<file path="config.mk">
export PLATFORM = sky130hd
export DESIGN_NAME = sbcl_device_flat
export DESIGN_NICKNAME = d
export VERILOG_FILES = /design/src/design/sbcl_pkg.sv /design/src/design/sbcl_cmd_if.sv /design/src/design/sbcl_device.sv /design/src/flat_wrapper.sv
export SDC_FILE = /design/constraint.sdc
export NUM_CORES = 1
export LEC_CHECK = 0
export ABC_AREA = 1
export BUFFER_PORTS_ARGS = -buffer_cell sky130_fd_sc_hd__buf_4
export CORE_UTILIZATION = 64
export DETAILED_ROUTE_END_ITERATION = 7
export GPL_TIMING_DRIVEN = 0
export PLACE_DENSITY = 0.82
export SYNTH_ARGS = -nofsm -noshare
export SYNTH_HDL_FRONTEND = slang
export SYNTH_SLANG_ARGS = --single-unit
</file>
<file path="constraint.sdc">
create_clock -name SYS_CLK_I -period 2.6 [get_ports SYS_CLK_I]
set_input_delay 0.39 -clock SYS_CLK_I [delete_from_list [all_inputs] [get_ports SYS_CLK_I]]
set_output_delay 0.39 -clock SYS_CLK_I [all_outputs]
set_load 0.01 [all_outputs]
</file>
<file path="src/design/sbcl_pkg.sv">
// Purpose: shared constants and types for the bank command legality pair
// Assumes: one clock at 125 MHz, command pins sampled on rising edges
// Notes: timing figures in ns, cycle counts derived from the clock period
package sbcl_pkg;
    localparam int CLK_PERIOD_PS = 8000;
    localparam int BANK_W = 3;
    localparam int NUM_BANKS = 8;
    localparam int ADDR_W = 14;
    localparam int AP_BIT = 10;
    localparam int CNT_W = 8;
    // timing in ns, as printed defaults
    localparam int PRECHARGE_PERIOD_NS = 15;
    localparam int ROW_TO_COLUMN_DELAY_NS = 15;
    localparam int WRITE_RECOVERY_TIME_NS = 15;
    localparam int ROW_CYCLE_TIME_NS = 60;
    localparam int MODE_SET_DELAY_NS = 16;
    // burst lengths in clocks (two data beats per clock)
    localparam int BL4_CLKS = 2;
    localparam int BL8_CLKS = 4;
    localparam int BURST_BOUNDARY_CLKS = 2;
    // least times round up to whole cycles, never below one
    function automatic logic [CNT_W-1:0] ns_to_cyc(input int ns);
        int c;
        c = (ns * 1000 + CLK_PERIOD_PS - 1) / CLK_PERIOD_PS;
        if (c < 1) begin
            c = 1;
        end
        return c[CNT_W-1:0];
    endfunction
    localparam logic [CNT_W-1:0] PRECHARGE_PERIOD_CYC = ns_to_cyc(PRECHARGE_PERIOD_NS);
    localparam logic [CNT_W-1:0] ROW_TO_COLUMN_DELAY_CYC = ns_to_cyc(ROW_TO_COLUMN_DELAY_NS);
    localparam logic [CNT_W-1:0] WRITE_RECOVERY_TIME_CYC = ns_to_cyc(WRITE_RECOVERY_TIME_NS);
    localparam logic [CNT_W-1:0] ROW_CYCLE_TIME_CYC = ns_to_cyc(ROW_CYCLE_TIME_NS);
    localparam logic [CNT_W-1:0] MODE_SET_DELAY_CYC = ns_to_cyc(MODE_SET_DELAY_NS);
    localparam logic [CNT_W-1:0] CNT_ZERO = 8'h00;
    localparam logic [CNT_W-1:0] CNT_ONE = 8'h01;

    // decoded command from cs/ras/cas/we
    typedef enum logic [2:0] {
        CMD_DESELECT, CMD_NOP, CMD_READ, CMD_WRITE,
        CMD_ACTIVATE, CMD_PRECHARGE, CMD_REFRESH, CMD_MODE_SET
    } sbcl_cmd_e;

    typedef enum logic [3:0] {
        BS_IDLE, BS_ACTIVE, BS_READ, BS_WRITE, BS_READ_AP, BS_WRITE_AP,
        BS_PRECHARGING, BS_ACTIVATING, BS_WRITE_REC, BS_WRITE_REC_AP,
        BS_REFRESHING, BS_MODE_ACCESS
    } sbcl_bank_state_e;

    function automatic sbcl_cmd_e decode_cmd(input logic cs_n, input logic ras_n,
                                             input logic cas_n, input logic we_n);
        sbcl_cmd_e c;
        c = CMD_DESELECT;
        if (!cs_n) begin
            unique case ({ras_n, cas_n, we_n})
                3'h7: c = CMD_NOP;
                3'h5: c = CMD_READ;
                3'h4: c = CMD_WRITE;
                3'h3: c = CMD_ACTIVATE;
                3'h2: c = CMD_PRECHARGE;
                3'h1: c = CMD_REFRESH;
                3'h0: c = CMD_MODE_SET;
                default: c = CMD_NOP;
            endcase
        end
        return c;
    endfunction

    function automatic logic is_idle_cmd(input sbcl_cmd_e c);
        return (c == CMD_DESELECT) || (c == CMD_NOP);
    endfunction
endpackage

</file>
<file path="src/design/sbcl_cmd_if.sv">
// Purpose: command pins between controller and device end
// Assumes: single clock, pins change only around rising edges
// Notes: address also carries the auto precharge bit
`timescale 1ns/1ps
interface sbcl_cmd_if
    import sbcl_pkg::*;
    ();
    logic cs_n;
    logic ras_n;
    logic cas_n;
    logic we_n;
    logic cke;
    logic [BANK_W-1:0] bank;
    logic [ADDR_W-1:0] addr;
    modport ctrl (output cs_n, ras_n, cas_n, we_n, cke, bank, addr);
    modport dev (input cs_n, ras_n, cas_n, we_n, cke, bank, addr);
endinterface

</file>
<file path="src/design/sbcl_device.sv">
// Purpose: per-bank state tracking and command legality at the device end
// Assumes: controller keeps its side of the timing; illegal commands flagged
// Notes: illegal commands are reported, flagged bank state unchanged; a precharge-all still closes the other banks in BS_ACTIVE
`timescale 1ns/1ps
module sbcl_device
    import sbcl_pkg::*;
    #(
    parameter int BURST_CLKS = BL8_CLKS
    ) (
    // clock and reset
    input wire logic SYS_CLK_I,
    input wire logic RST_N_I,
    // command pins
    sbcl_cmd_if.dev CMD,
    // status
    output logic ILLEGAL_O,
    output logic SELF_REFRESH_O,
    output logic [NUM_BANKS-1:0] BANK_IDLE_O,
    output logic [NUM_BANKS-1:0] ROW_OPEN_O
);
    sbcl_bank_state_e st_ff [NUM_BANKS];
    sbcl_bank_state_e nxt_st [NUM_BANKS];
    logic [CNT_W-1:0] cnt_ff [NUM_BANKS];
    logic [CNT_W-1:0] nxt_cnt [NUM_BANKS];
    logic illegal_ff, nxt_illegal;
    logic self_ref_ff, nxt_self_ref;
    sbcl_cmd_e cmd;
    logic all_idle;
    logic ap;

    // interrupt lands on a boundary only when the elapsed clocks are a whole step
    function automatic logic off_boundary(input logic [CNT_W-1:0] left);
        logic [CNT_W-1:0] gone;
        gone = CNT_W'(BURST_CLKS) + CNT_ONE - left;
        return (gone % CNT_W'(BURST_BOUNDARY_CLKS)) != CNT_ZERO;
    endfunction

    always_comb begin
        cmd = decode_cmd(CMD.cs_n, CMD.ras_n, CMD.cas_n, CMD.we_n);
        ap = CMD.addr[AP_BIT];
        all_idle = 1'b1;
        for (int b = 0; b < NUM_BANKS; b++) begin
            if (st_ff[b] != BS_IDLE) begin
                all_idle = 1'b0;
            end
        end
    end

    always_comb begin
        logic hit;
        logic bad;
        nxt_illegal = 1'b0;
        nxt_self_ref = self_ref_ff;
        hit = 1'b0;
        bad = 1'b0;
        // self refresh exits when clock enable comes back with deselect/nop
        if (self_ref_ff && CMD.cke && is_idle_cmd(cmd)) begin
            nxt_self_ref = 1'b0;
        end
        for (int b = 0; b < NUM_BANKS; b++) begin
            nxt_st[b] = st_ff[b];
            nxt_cnt[b] = (cnt_ff[b] != CNT_ZERO) ? cnt_ff[b] - CNT_ONE : CNT_ZERO;
            hit = (CMD.bank == b[BANK_W-1:0]);
            bad = 1'b0;
            unique case (st_ff[b])
                BS_IDLE: begin
                    if (hit && cmd == CMD_ACTIVATE) begin
                        nxt_st[b] = BS_ACTIVATING;
                        nxt_cnt[b] = ROW_TO_COLUMN_DELAY_CYC;
                    end else if (hit && (cmd == CMD_READ || cmd == CMD_WRITE)) begin
                        bad = 1'b1;
                    end
                    if (cmd == CMD_PRECHARGE && (hit || ap)) begin
                        nxt_st[b] = BS_PRECHARGING;
                        nxt_cnt[b] = PRECHARGE_PERIOD_CYC;
                    end
                    if (cmd == CMD_REFRESH && all_idle) begin
                        nxt_st[b] = BS_REFRESHING;
                        nxt_cnt[b] = ROW_CYCLE_TIME_CYC;
                        nxt_self_ref = !CMD.cke;
                    end
                    if (cmd == CMD_MODE_SET && all_idle) begin
                        nxt_st[b] = BS_MODE_ACCESS;
                        nxt_cnt[b] = MODE_SET_DELAY_CYC;
                    end
                end
                BS_ACTIVE, BS_READ, BS_WRITE: begin
                    if (cmd == CMD_PRECHARGE && (hit || ap) && st_ff[b] == BS_ACTIVE) begin
                        nxt_st[b] = BS_PRECHARGING;
                        nxt_cnt[b] = PRECHARGE_PERIOD_CYC;
                    end else if (hit && cmd == CMD_READ && st_ff[b] != BS_WRITE) begin
                        // interrupt only on a boundary of a long burst
                        if (st_ff[b] == BS_READ && (BURST_CLKS == BL4_CLKS
                            || off_boundary(cnt_ff[b]))) begin
                            bad = 1'b1;
                        end else begin
                            nxt_st[b] = ap ? BS_READ_AP : BS_READ;
                            nxt_cnt[b] = CNT_W'(BURST_CLKS);
                        end
                    end else if (hit && cmd == CMD_WRITE && st_ff[b] != BS_READ) begin
                        if (st_ff[b] == BS_WRITE && (BURST_CLKS == BL4_CLKS
                            || off_boundary(cnt_ff[b]))) begin
                            bad = 1'b1;
                        end else begin
                            nxt_st[b] = ap ? BS_WRITE_AP : BS_WRITE;
                            nxt_cnt[b] = CNT_W'(BURST_CLKS);
                        end
                    end else if (hit && !is_idle_cmd(cmd)) begin
                        bad = 1'b1;
                    end else if (st_ff[b] != BS_ACTIVE && cnt_ff[b] <= CNT_ONE) begin
                        nxt_st[b] = (st_ff[b] == BS_WRITE) ? BS_WRITE_REC : BS_ACTIVE;
                        nxt_cnt[b] = WRITE_RECOVERY_TIME_CYC;
                    end
                    if ((cmd == CMD_REFRESH || cmd == CMD_MODE_SET)) begin
                        bad = 1'b1;
                    end
                end
                BS_READ_AP, BS_WRITE_AP: begin
                    if (hit && !is_idle_cmd(cmd)) begin
                        bad = 1'b1;
                    end else if (cnt_ff[b] <= CNT_ONE) begin
                        nxt_st[b] = (st_ff[b] == BS_WRITE_AP) ? BS_WRITE_REC_AP
                                                              : BS_PRECHARGING;
                        nxt_cnt[b] = (st_ff[b] == BS_WRITE_AP) ? WRITE_RECOVERY_TIME_CYC
                                                               : PRECHARGE_PERIOD_CYC;
                    end
                end
                BS_PRECHARGING: begin
                    if (hit && !is_idle_cmd(cmd) && cmd != CMD_PRECHARGE) begin
                        bad = 1'b1;
                    end else if (cnt_ff[b] <= CNT_ONE) begin
                        nxt_st[b] = BS_IDLE;
                    end
                end
                BS_ACTIVATING: begin
                    if (hit && !is_idle_cmd(cmd)) begin
                        bad = 1'b1;
                    end else if (cnt_ff[b] <= CNT_ONE) begin
                        nxt_st[b] = BS_ACTIVE;
                    end
                end
                BS_WRITE_REC: begin
                    if (hit && cmd == CMD_WRITE) begin
                        nxt_st[b] = ap ? BS_WRITE_AP : BS_WRITE;
                        nxt_cnt[b] = CNT_W'(BURST_CLKS);
                    end else if (hit && !is_idle_cmd(cmd)) begin
                        bad = 1'b1;
                    end else if (cnt_ff[b] <= CNT_ONE) begin
                        nxt_st[b] = BS_ACTIVE;
                    end
                end
                BS_WRITE_REC_AP: begin
                    if (hit && !is_idle_cmd(cmd)) begin
                        bad = 1'b1;
                    end else if (cnt_ff[b] <= CNT_ONE) begin
                        nxt_st[b] = BS_PRECHARGING;
                        nxt_cnt[b] = PRECHARGE_PERIOD_CYC;
                    end
                end
                BS_REFRESHING: begin
                    // refresh is device-wide, so any command is illegal
                    if (!is_idle_cmd(cmd)) begin
                        bad = 1'b1;
                    end else if (cnt_ff[b] <= CNT_ONE && !self_ref_ff) begin
                        nxt_st[b] = BS_IDLE;
                    end
                end
                BS_MODE_ACCESS: begin
                    if (!is_idle_cmd(cmd)) begin
                        bad = 1'b1;
                    end else if (cnt_ff[b] <= CNT_ONE) begin
                        nxt_st[b] = BS_IDLE;
                    end
                end
            endcase
            if (bad) begin
                // an illegal command leaves the bank as it was
                nxt_st[b] = st_ff[b];
                nxt_cnt[b] = (cnt_ff[b] != CNT_ZERO) ? cnt_ff[b] - CNT_ONE : CNT_ZERO;
                nxt_illegal = 1'b1;
            end
        end
    end

    always_ff @(posedge SYS_CLK_I or negedge RST_N_I) begin
        if (!RST_N_I) begin
            for (int b = 0; b < NUM_BANKS; b++) begin
                st_ff[b] <= BS_IDLE;
                cnt_ff[b] <= CNT_ZERO;
            end
            illegal_ff <= 1'b0;
            self_ref_ff <= 1'b0;
        end else begin
            for (int b = 0; b < NUM_BANKS; b++) begin
                st_ff[b] <= nxt_st[b];
                cnt_ff[b] <= nxt_cnt[b];
            end
            illegal_ff <= nxt_illegal;
            self_ref_ff <= nxt_self_ref;
        end
    end

    always_comb begin
        for (int b = 0; b < NUM_BANKS; b++) begin
            BANK_IDLE_O[b] = (st_ff[b] == BS_IDLE);
            ROW_OPEN_O[b] = (st_ff[b] == BS_ACTIVE) || (st_ff[b] == BS_READ)
                || (st_ff[b] == BS_WRITE) || (st_ff[b] == BS_WRITE_REC);
        end
    end
    assign ILLEGAL_O = illegal_ff;
    assign SELF_REFRESH_O = self_ref_ff;
endmodule

</file>
<file path="src/flat_wrapper.sv">
// flat-port wrapper written by rule: the top's interface ports become plain ports
module sbcl_device_flat import sbcl_pkg::*;
#(
    parameter int BURST_CLKS = BL8_CLKS
    )
  (SYS_CLK_I, RST_N_I, ILLEGAL_O, SELF_REFRESH_O, BANK_IDLE_O, ROW_OPEN_O, CMD_cs_n, CMD_ras_n, CMD_cas_n, CMD_we_n, CMD_cke, CMD_bank, CMD_addr);
  sbcl_cmd_if CMD_i ();
  input wire logic SYS_CLK_I;
  input wire logic RST_N_I;
  output logic ILLEGAL_O;
  output logic SELF_REFRESH_O;
  output logic [NUM_BANKS-1:0] BANK_IDLE_O;
  output logic [NUM_BANKS-1:0] ROW_OPEN_O;
  input wire logic [$bits(CMD_i.cs_n)-1:0] CMD_cs_n;
  input wire logic [$bits(CMD_i.ras_n)-1:0] CMD_ras_n;
  input wire logic [$bits(CMD_i.cas_n)-1:0] CMD_cas_n;
  input wire logic [$bits(CMD_i.we_n)-1:0] CMD_we_n;
  input wire logic [$bits(CMD_i.cke)-1:0] CMD_cke;
  input wire logic [$bits(CMD_i.bank)-1:0] CMD_bank;
  input wire logic [$bits(CMD_i.addr)-1:0] CMD_addr;
  assign CMD_i.cs_n = CMD_cs_n;
  assign CMD_i.ras_n = CMD_ras_n;
  assign CMD_i.cas_n = CMD_cas_n;
  assign CMD_i.we_n = CMD_we_n;
  assign CMD_i.cke = CMD_cke;
  assign CMD_i.bank = CMD_bank;
  assign CMD_i.addr = CMD_addr;
  sbcl_device #(.BURST_CLKS(BURST_CLKS)) u_core (.SYS_CLK_I(SYS_CLK_I), .RST_N_I(RST_N_I), .CMD(CMD_i), .ILLEGAL_O(ILLEGAL_O), .SELF_REFRESH_O(SELF_REFRESH_O), .BANK_IDLE_O(BANK_IDLE_O), .ROW_OPEN_O(ROW_OPEN_O));
endmodule
</file>
* Yosys cells after proc, flatten, opt, wreduce, memory -nomap -nowiden
Cells that the tools add are included.
Word-level totals: register bits after elaboration 98, bits in latches 0, RAM bits 0, bits in read-only memories 0, output and inout port bits 18, word-level logic and storage cells 993, memories kept 0
Operators by class: add/subtract/negate cells 16, $mul 0, div/mod/pow operators 0, $lt $le $gt $ge 8, eq/ne operators 236, shift operators 0, mux-type cells 478, bitwise logic cells 8, reductions and logical operators 229
Operator list (number):
- 8-bit 2-to-1 mux | 128
- 4-bit 2-to-1 mux | 200
- 4-bit one-hot mux with 9 select lines | 8
- 8-bit one-hot mux with 4 select lines | 8
- 4-bit by 3-bit == test with 1-bit output, second input constant | 32
- 4-bit == test, second input constant | 32
- 1-bit 2-to-1 mux | 122
- 1-bit logical AND | 116
- 14-bit AND reduction | 8
- 2-bit by 1-bit != test with 1-bit output, second input constant | 40
- 5-bit by 1-bit != test with 1-bit output, second input constant | 16
- 4-bit by 2-bit == test with 1-bit output, second input constant | 16
- 8-bit by 1-bit <= comparator with 1-bit output, second input constant | 8
- 4-bit by 2-bit != test with 1-bit output, second input constant | 16
- 8-bit nonzero test | 8
- 8-bit by 1-bit subtractor with 8-bit output, second input constant | 8
- 2-bit != test, second input constant | 24
- 1-bit one-hot mux with 6 select lines | 8
- 3-bit OR reduction | 16
- 5-bit by 2-bit != test with 1-bit output, second input constant | 8
- 5-bit by 3-bit != test with 1-bit output, second input constant | 8
- 1-bit logical OR | 35
- 4-bit by 1-bit == test with 1-bit output, second input constant | 8
- 4-bit logical NOT | 8
- 15 further kinds | 94

* Longest topological paths before layout
word-level depth 26, mapped depth 15, mapped depth without buffers 15

* Worst setup path after synthesis
Ideal clock, no wire load.
path type flip-flop to flip-flop, start register u_core.cnt_ff[16] in the netlist's numbering, end register u_core.cnt_ff[20] in the netlist's numbering, library setup time 119 ps, data arrival time 1957 ps, data required time 2481 ps, path slack 524 ps, stages on the path, launching flop included 13, buffers on the path 0, period minus slack after synthesis 2076 ps, path through dfrtp_1 -> inv_1 -> ha_1 -> nand2_1 -> nor2_1 -> nor2_1 -> nor2_2 -> nand2_1 -> nand3_1 -> nand2_1 -> nor2_2 -> nand4_1 -> and2_1
RTL lines:
- start: declaration | RTL line sbcl_device.sv:23 | logic [CNT_W-1:0] cnt_ff [NUM_BANKS];
- start signal: indexed assignment | RTL line sbcl_device.sv:196 | cnt_ff[b] <= nxt_cnt[b];

* Final worst setup path
start register u_core.st_ff[0] in the netlist's numbering, end register u_core.st_ff[12] in the netlist's numbering
Between the ends: word-level cells in the longest chain between the ends 6, elaborated cells on any way between the ends 9, those cells by class eq/ne: 1; mux: 4; reduce/logical: 4
Ends and longest elaborated chain:
- start: declaration | RTL line sbcl_device.sv:21 | sbcl_bank_state_e st_ff [NUM_BANKS];
- start signal: indexed assignment | RTL line sbcl_device.sv:195 | st_ff[b] <= nxt_st[b];
- 4-bit nonzero test (*) | RTL line sbcl_device.sv:43 | if (st_ff[b] != BS_IDLE) begin
- 1-bit 2-to-1 mux (*) | RTL line sbcl_device.sv:43
- 1-bit logical AND | RTL line sbcl_device.sv:77 | if (cmd == CMD_REFRESH && all_idle) begin
- 4-bit 2-to-1 mux | RTL line sbcl_device.sv:77
- 4-bit 2-to-1 mux | RTL line sbcl_device.sv:82 | if (cmd == CMD_MODE_SET && all_idle) begin
- 4-bit one-hot mux with 9 select lines | RTL line sbcl_device.sv:65 | unique case (st_ff[b])
Mark *: on every way between the ends. The rest lies on a longest branch, timed or not. A chain may end at the register's enable or synchronous reset.

==> metrics.cfg <==
[outcome]
status=finished clean

[sta]
slew_headroom=0.387
clock_skew_ns=0.0123
max_slew.worst_pin.slew_ns=0.919
fin_crit_ns=2.56
setup_violations=0
hold_violations=0
whs_ns=0.120
fmax_mhz=390
min_period_over_period=0.986
slew_violations=0

[yosys]
synth_top_cell_by_area=dfrtp_1
synth_area_leaders=dfrtp_1 24%, nand2_1 18%, nor2_1 11%
synth-seq-area-share=0.237
synth_top_family_by_area=simple AND/OR/NAND/NOR gates
synth-main-ff-cell=dfrtp_1
syn_nets=1857
yosys.area_share.simple=0.479
ys_seq_elements=98
netlist_instances=1810
synth.yosys.warnings=0
yosys.cell_types.count=53
synth.avg_cell_area_um2=5.71
synth_enable_flop_cells=0
synthMuxAreaShare=0
synth_compound_area_frac=0.133
synth-xor-area-share=0.0203
syn-cell-area_um2=10300
synth_top_cell_area_share=0.237
synth_fa_ha_area_frac=0.0278
synthArstFlopShare=1.00

[cells_and_area]
num_antenna_cells=0
final_common_cell=nand2_1
final_area_um2=11300
area_delta_synth_final_pct=9.28
fill_cells=1458
nets=1900
layout-drive-gt1-share=0.0797
mostFrequentLayoutCells=498 x nand2_1, 282 x nor2_1, 237 x inv_1

[power]
peakVddDrop_mv=0.771
p_leak_uw=0.00605
p_per_area_nw_per_um2=1410

[floorplan]
pin_count=42
die_height_um=129
dieArea_um2=16700
core_area_um2=15800
floorplan.initialDensity=0.654
die_x_um=129
rows=46

[cts]
cts-buffers-inserted=9
cts_hold_buffers=0
cts_tree=yes
clock_latency_ns=0.37
cts_root_buffer=clkbuf_16
cts.clk_slew.worst_paths_ns=0.08
cts_sinks=98
htreeDepth=3
cts_buffer_depth=2

[grt]
antenna_found_initial=0
grt_usage=0.412
grt_max_degree=99
overflow=0
grt_pass1_wl_um=53800
grt_pass1_vias=11200

[critical_path]
cp.buffers_inverters=2
worst_path_max_delay_cell=dfrtp_1
critPathMaxFanout=10
critical-path-top-delay-family=simple AND/OR/NAND/NOR gates
cp_cell_sequence=nor2_1 -> inv_1 -> nor2_2 -> nand2_1 -> nor2_4 -> nand3_2 -> clkbuf_4 -> nand3b_1 -> nand4_1 -> nand3_1 -> nand2_1
crit_type=reg -> reg
max_stage_delay_ns=0.43
critPathArrivalTime_ns=2.83
worst_path_most_repeated_cell=nand2_1
startpoint_type=flip-flop
crit_required_ns=2.86
end_kind=flip-flop

[routing]
viasPerCell=6.06
drc=0
drtAntennaViolNets=0
routed_wl_um=34100
drt_iter0_markers=1692
wl_per_cell_um=16.4
num_vias=12600
first_pass_iters=7

[worst_hold_path]
hold_class=in -> async

[place]
hpwlAfterDp_um=25700
io_buffers=25
dpl_cell_area_um2=10800
place_congestion=1.05

[run]
drv_cap=0

cell usage after synthesis, types with 21 or more instances:
cell type,count
ha_1,23
nand3b_1,24
o21ai_0,93
nor2_1,290
a21oi_1,86
nand2_1,499
inv_2,23
inv_1,241
xor2_1,21
dfrtp_1,98
nand4_1,45
nor3_1,31
o21ai_1,28
nand3_1,192
registers in the layout, indices dropped and copies added, names as in the netlist:
signal,flops
u_core.cnt_ff,64
u_core.st_ff,32
u_core.ILLEGAL_O,1
u_core.SELF_REFRESH_O,1
cell type report:
class	count	area (µm²)	share of cell area
multi-input cells	1434	6950	0.615
inverters	265	1000	0.0887
clock inverters	3	47.5	0.00421
clock buffers	13	260	0.0230
plain buffers	13	76.3	0.00675
flip-flops and latches	98	2450	0.217
well taps	216	270	0.0239
repair buffers	32	244	0.0216
metal layers:
metal	GRT usage	wire (µm)	vias to the layer above
met3	0.0718	3560	184
met4	0.223	1970	0
li1	-	-	5984
met1	0.527	13700	5617
met2	0.662	14900	790
met5	0	0	-
path summary, 6_finish.rpt:
check	from	cells after the start	end	slack, ns
worst min register to register	u_core.st_ff[15]	2	u_core.st_ff[15]	0.53
worst max register to register	u_core.st_ff[0]	11	u_core.st_ff[12]	0.04
min in group SYS_CLK_I	CMD_cke	2	u_core.SELF_REFRESH_O	0.21
worst max-delay path	u_core.st_ff[0]	11	u_core.st_ff[12]	0.04
max in group asynchronous	RST_N_I	1	u_core.cnt_ff[61]	1.85
worst min-delay path	RST_N_I	1	u_core.cnt_ff[13]	0.12
per-stage QoR:
step | TNS (ns) | util | total power, µW | setup slack [ns] | std cells
final | 0 | 0.714 | 15900 | 0.0365 | 2074
after floorplan | 0 | - | 11100 | 0.524 | 1810
after CTS | 0 | 0.704 | 15300 | 0.0306 | 2067
after detailed placement | -9.24 | 0.682 | 13800 | -0.291 | 2051
after global routing | -0.00332 | 0.714 | 17400 | -0.00332 | 2074
after global placement | -10.37 | 0.682 | 13500 | -0.346 | 2051
logic make-up after synthesis:
group	count (synthesis)
xor+xnor	24
fa+ha+maj	23
simple gates	1136
flops	98
compound gates	251
buf+inv	278
where the power goes:
| group | internal, µW | switching (µW) | total (µW) |
|---|---|---|---|
| clock | 805 | 651 | 1460 |
| sequential | 2260 | 703 | 2960 |
| combinational | 3830 | 7650 | 11500 |
| total | 6890 | 9010 | 15900 |
repair_timing:
action / 4_1_cts / 5_1_grt
endpoints found under the setup margin: 17 / 78
pin swaps: 0 / 6
setup buffers: 0 / 7
resized for setup: 9 / 32
No activity file was read; power rests on OpenSTA's default activity.
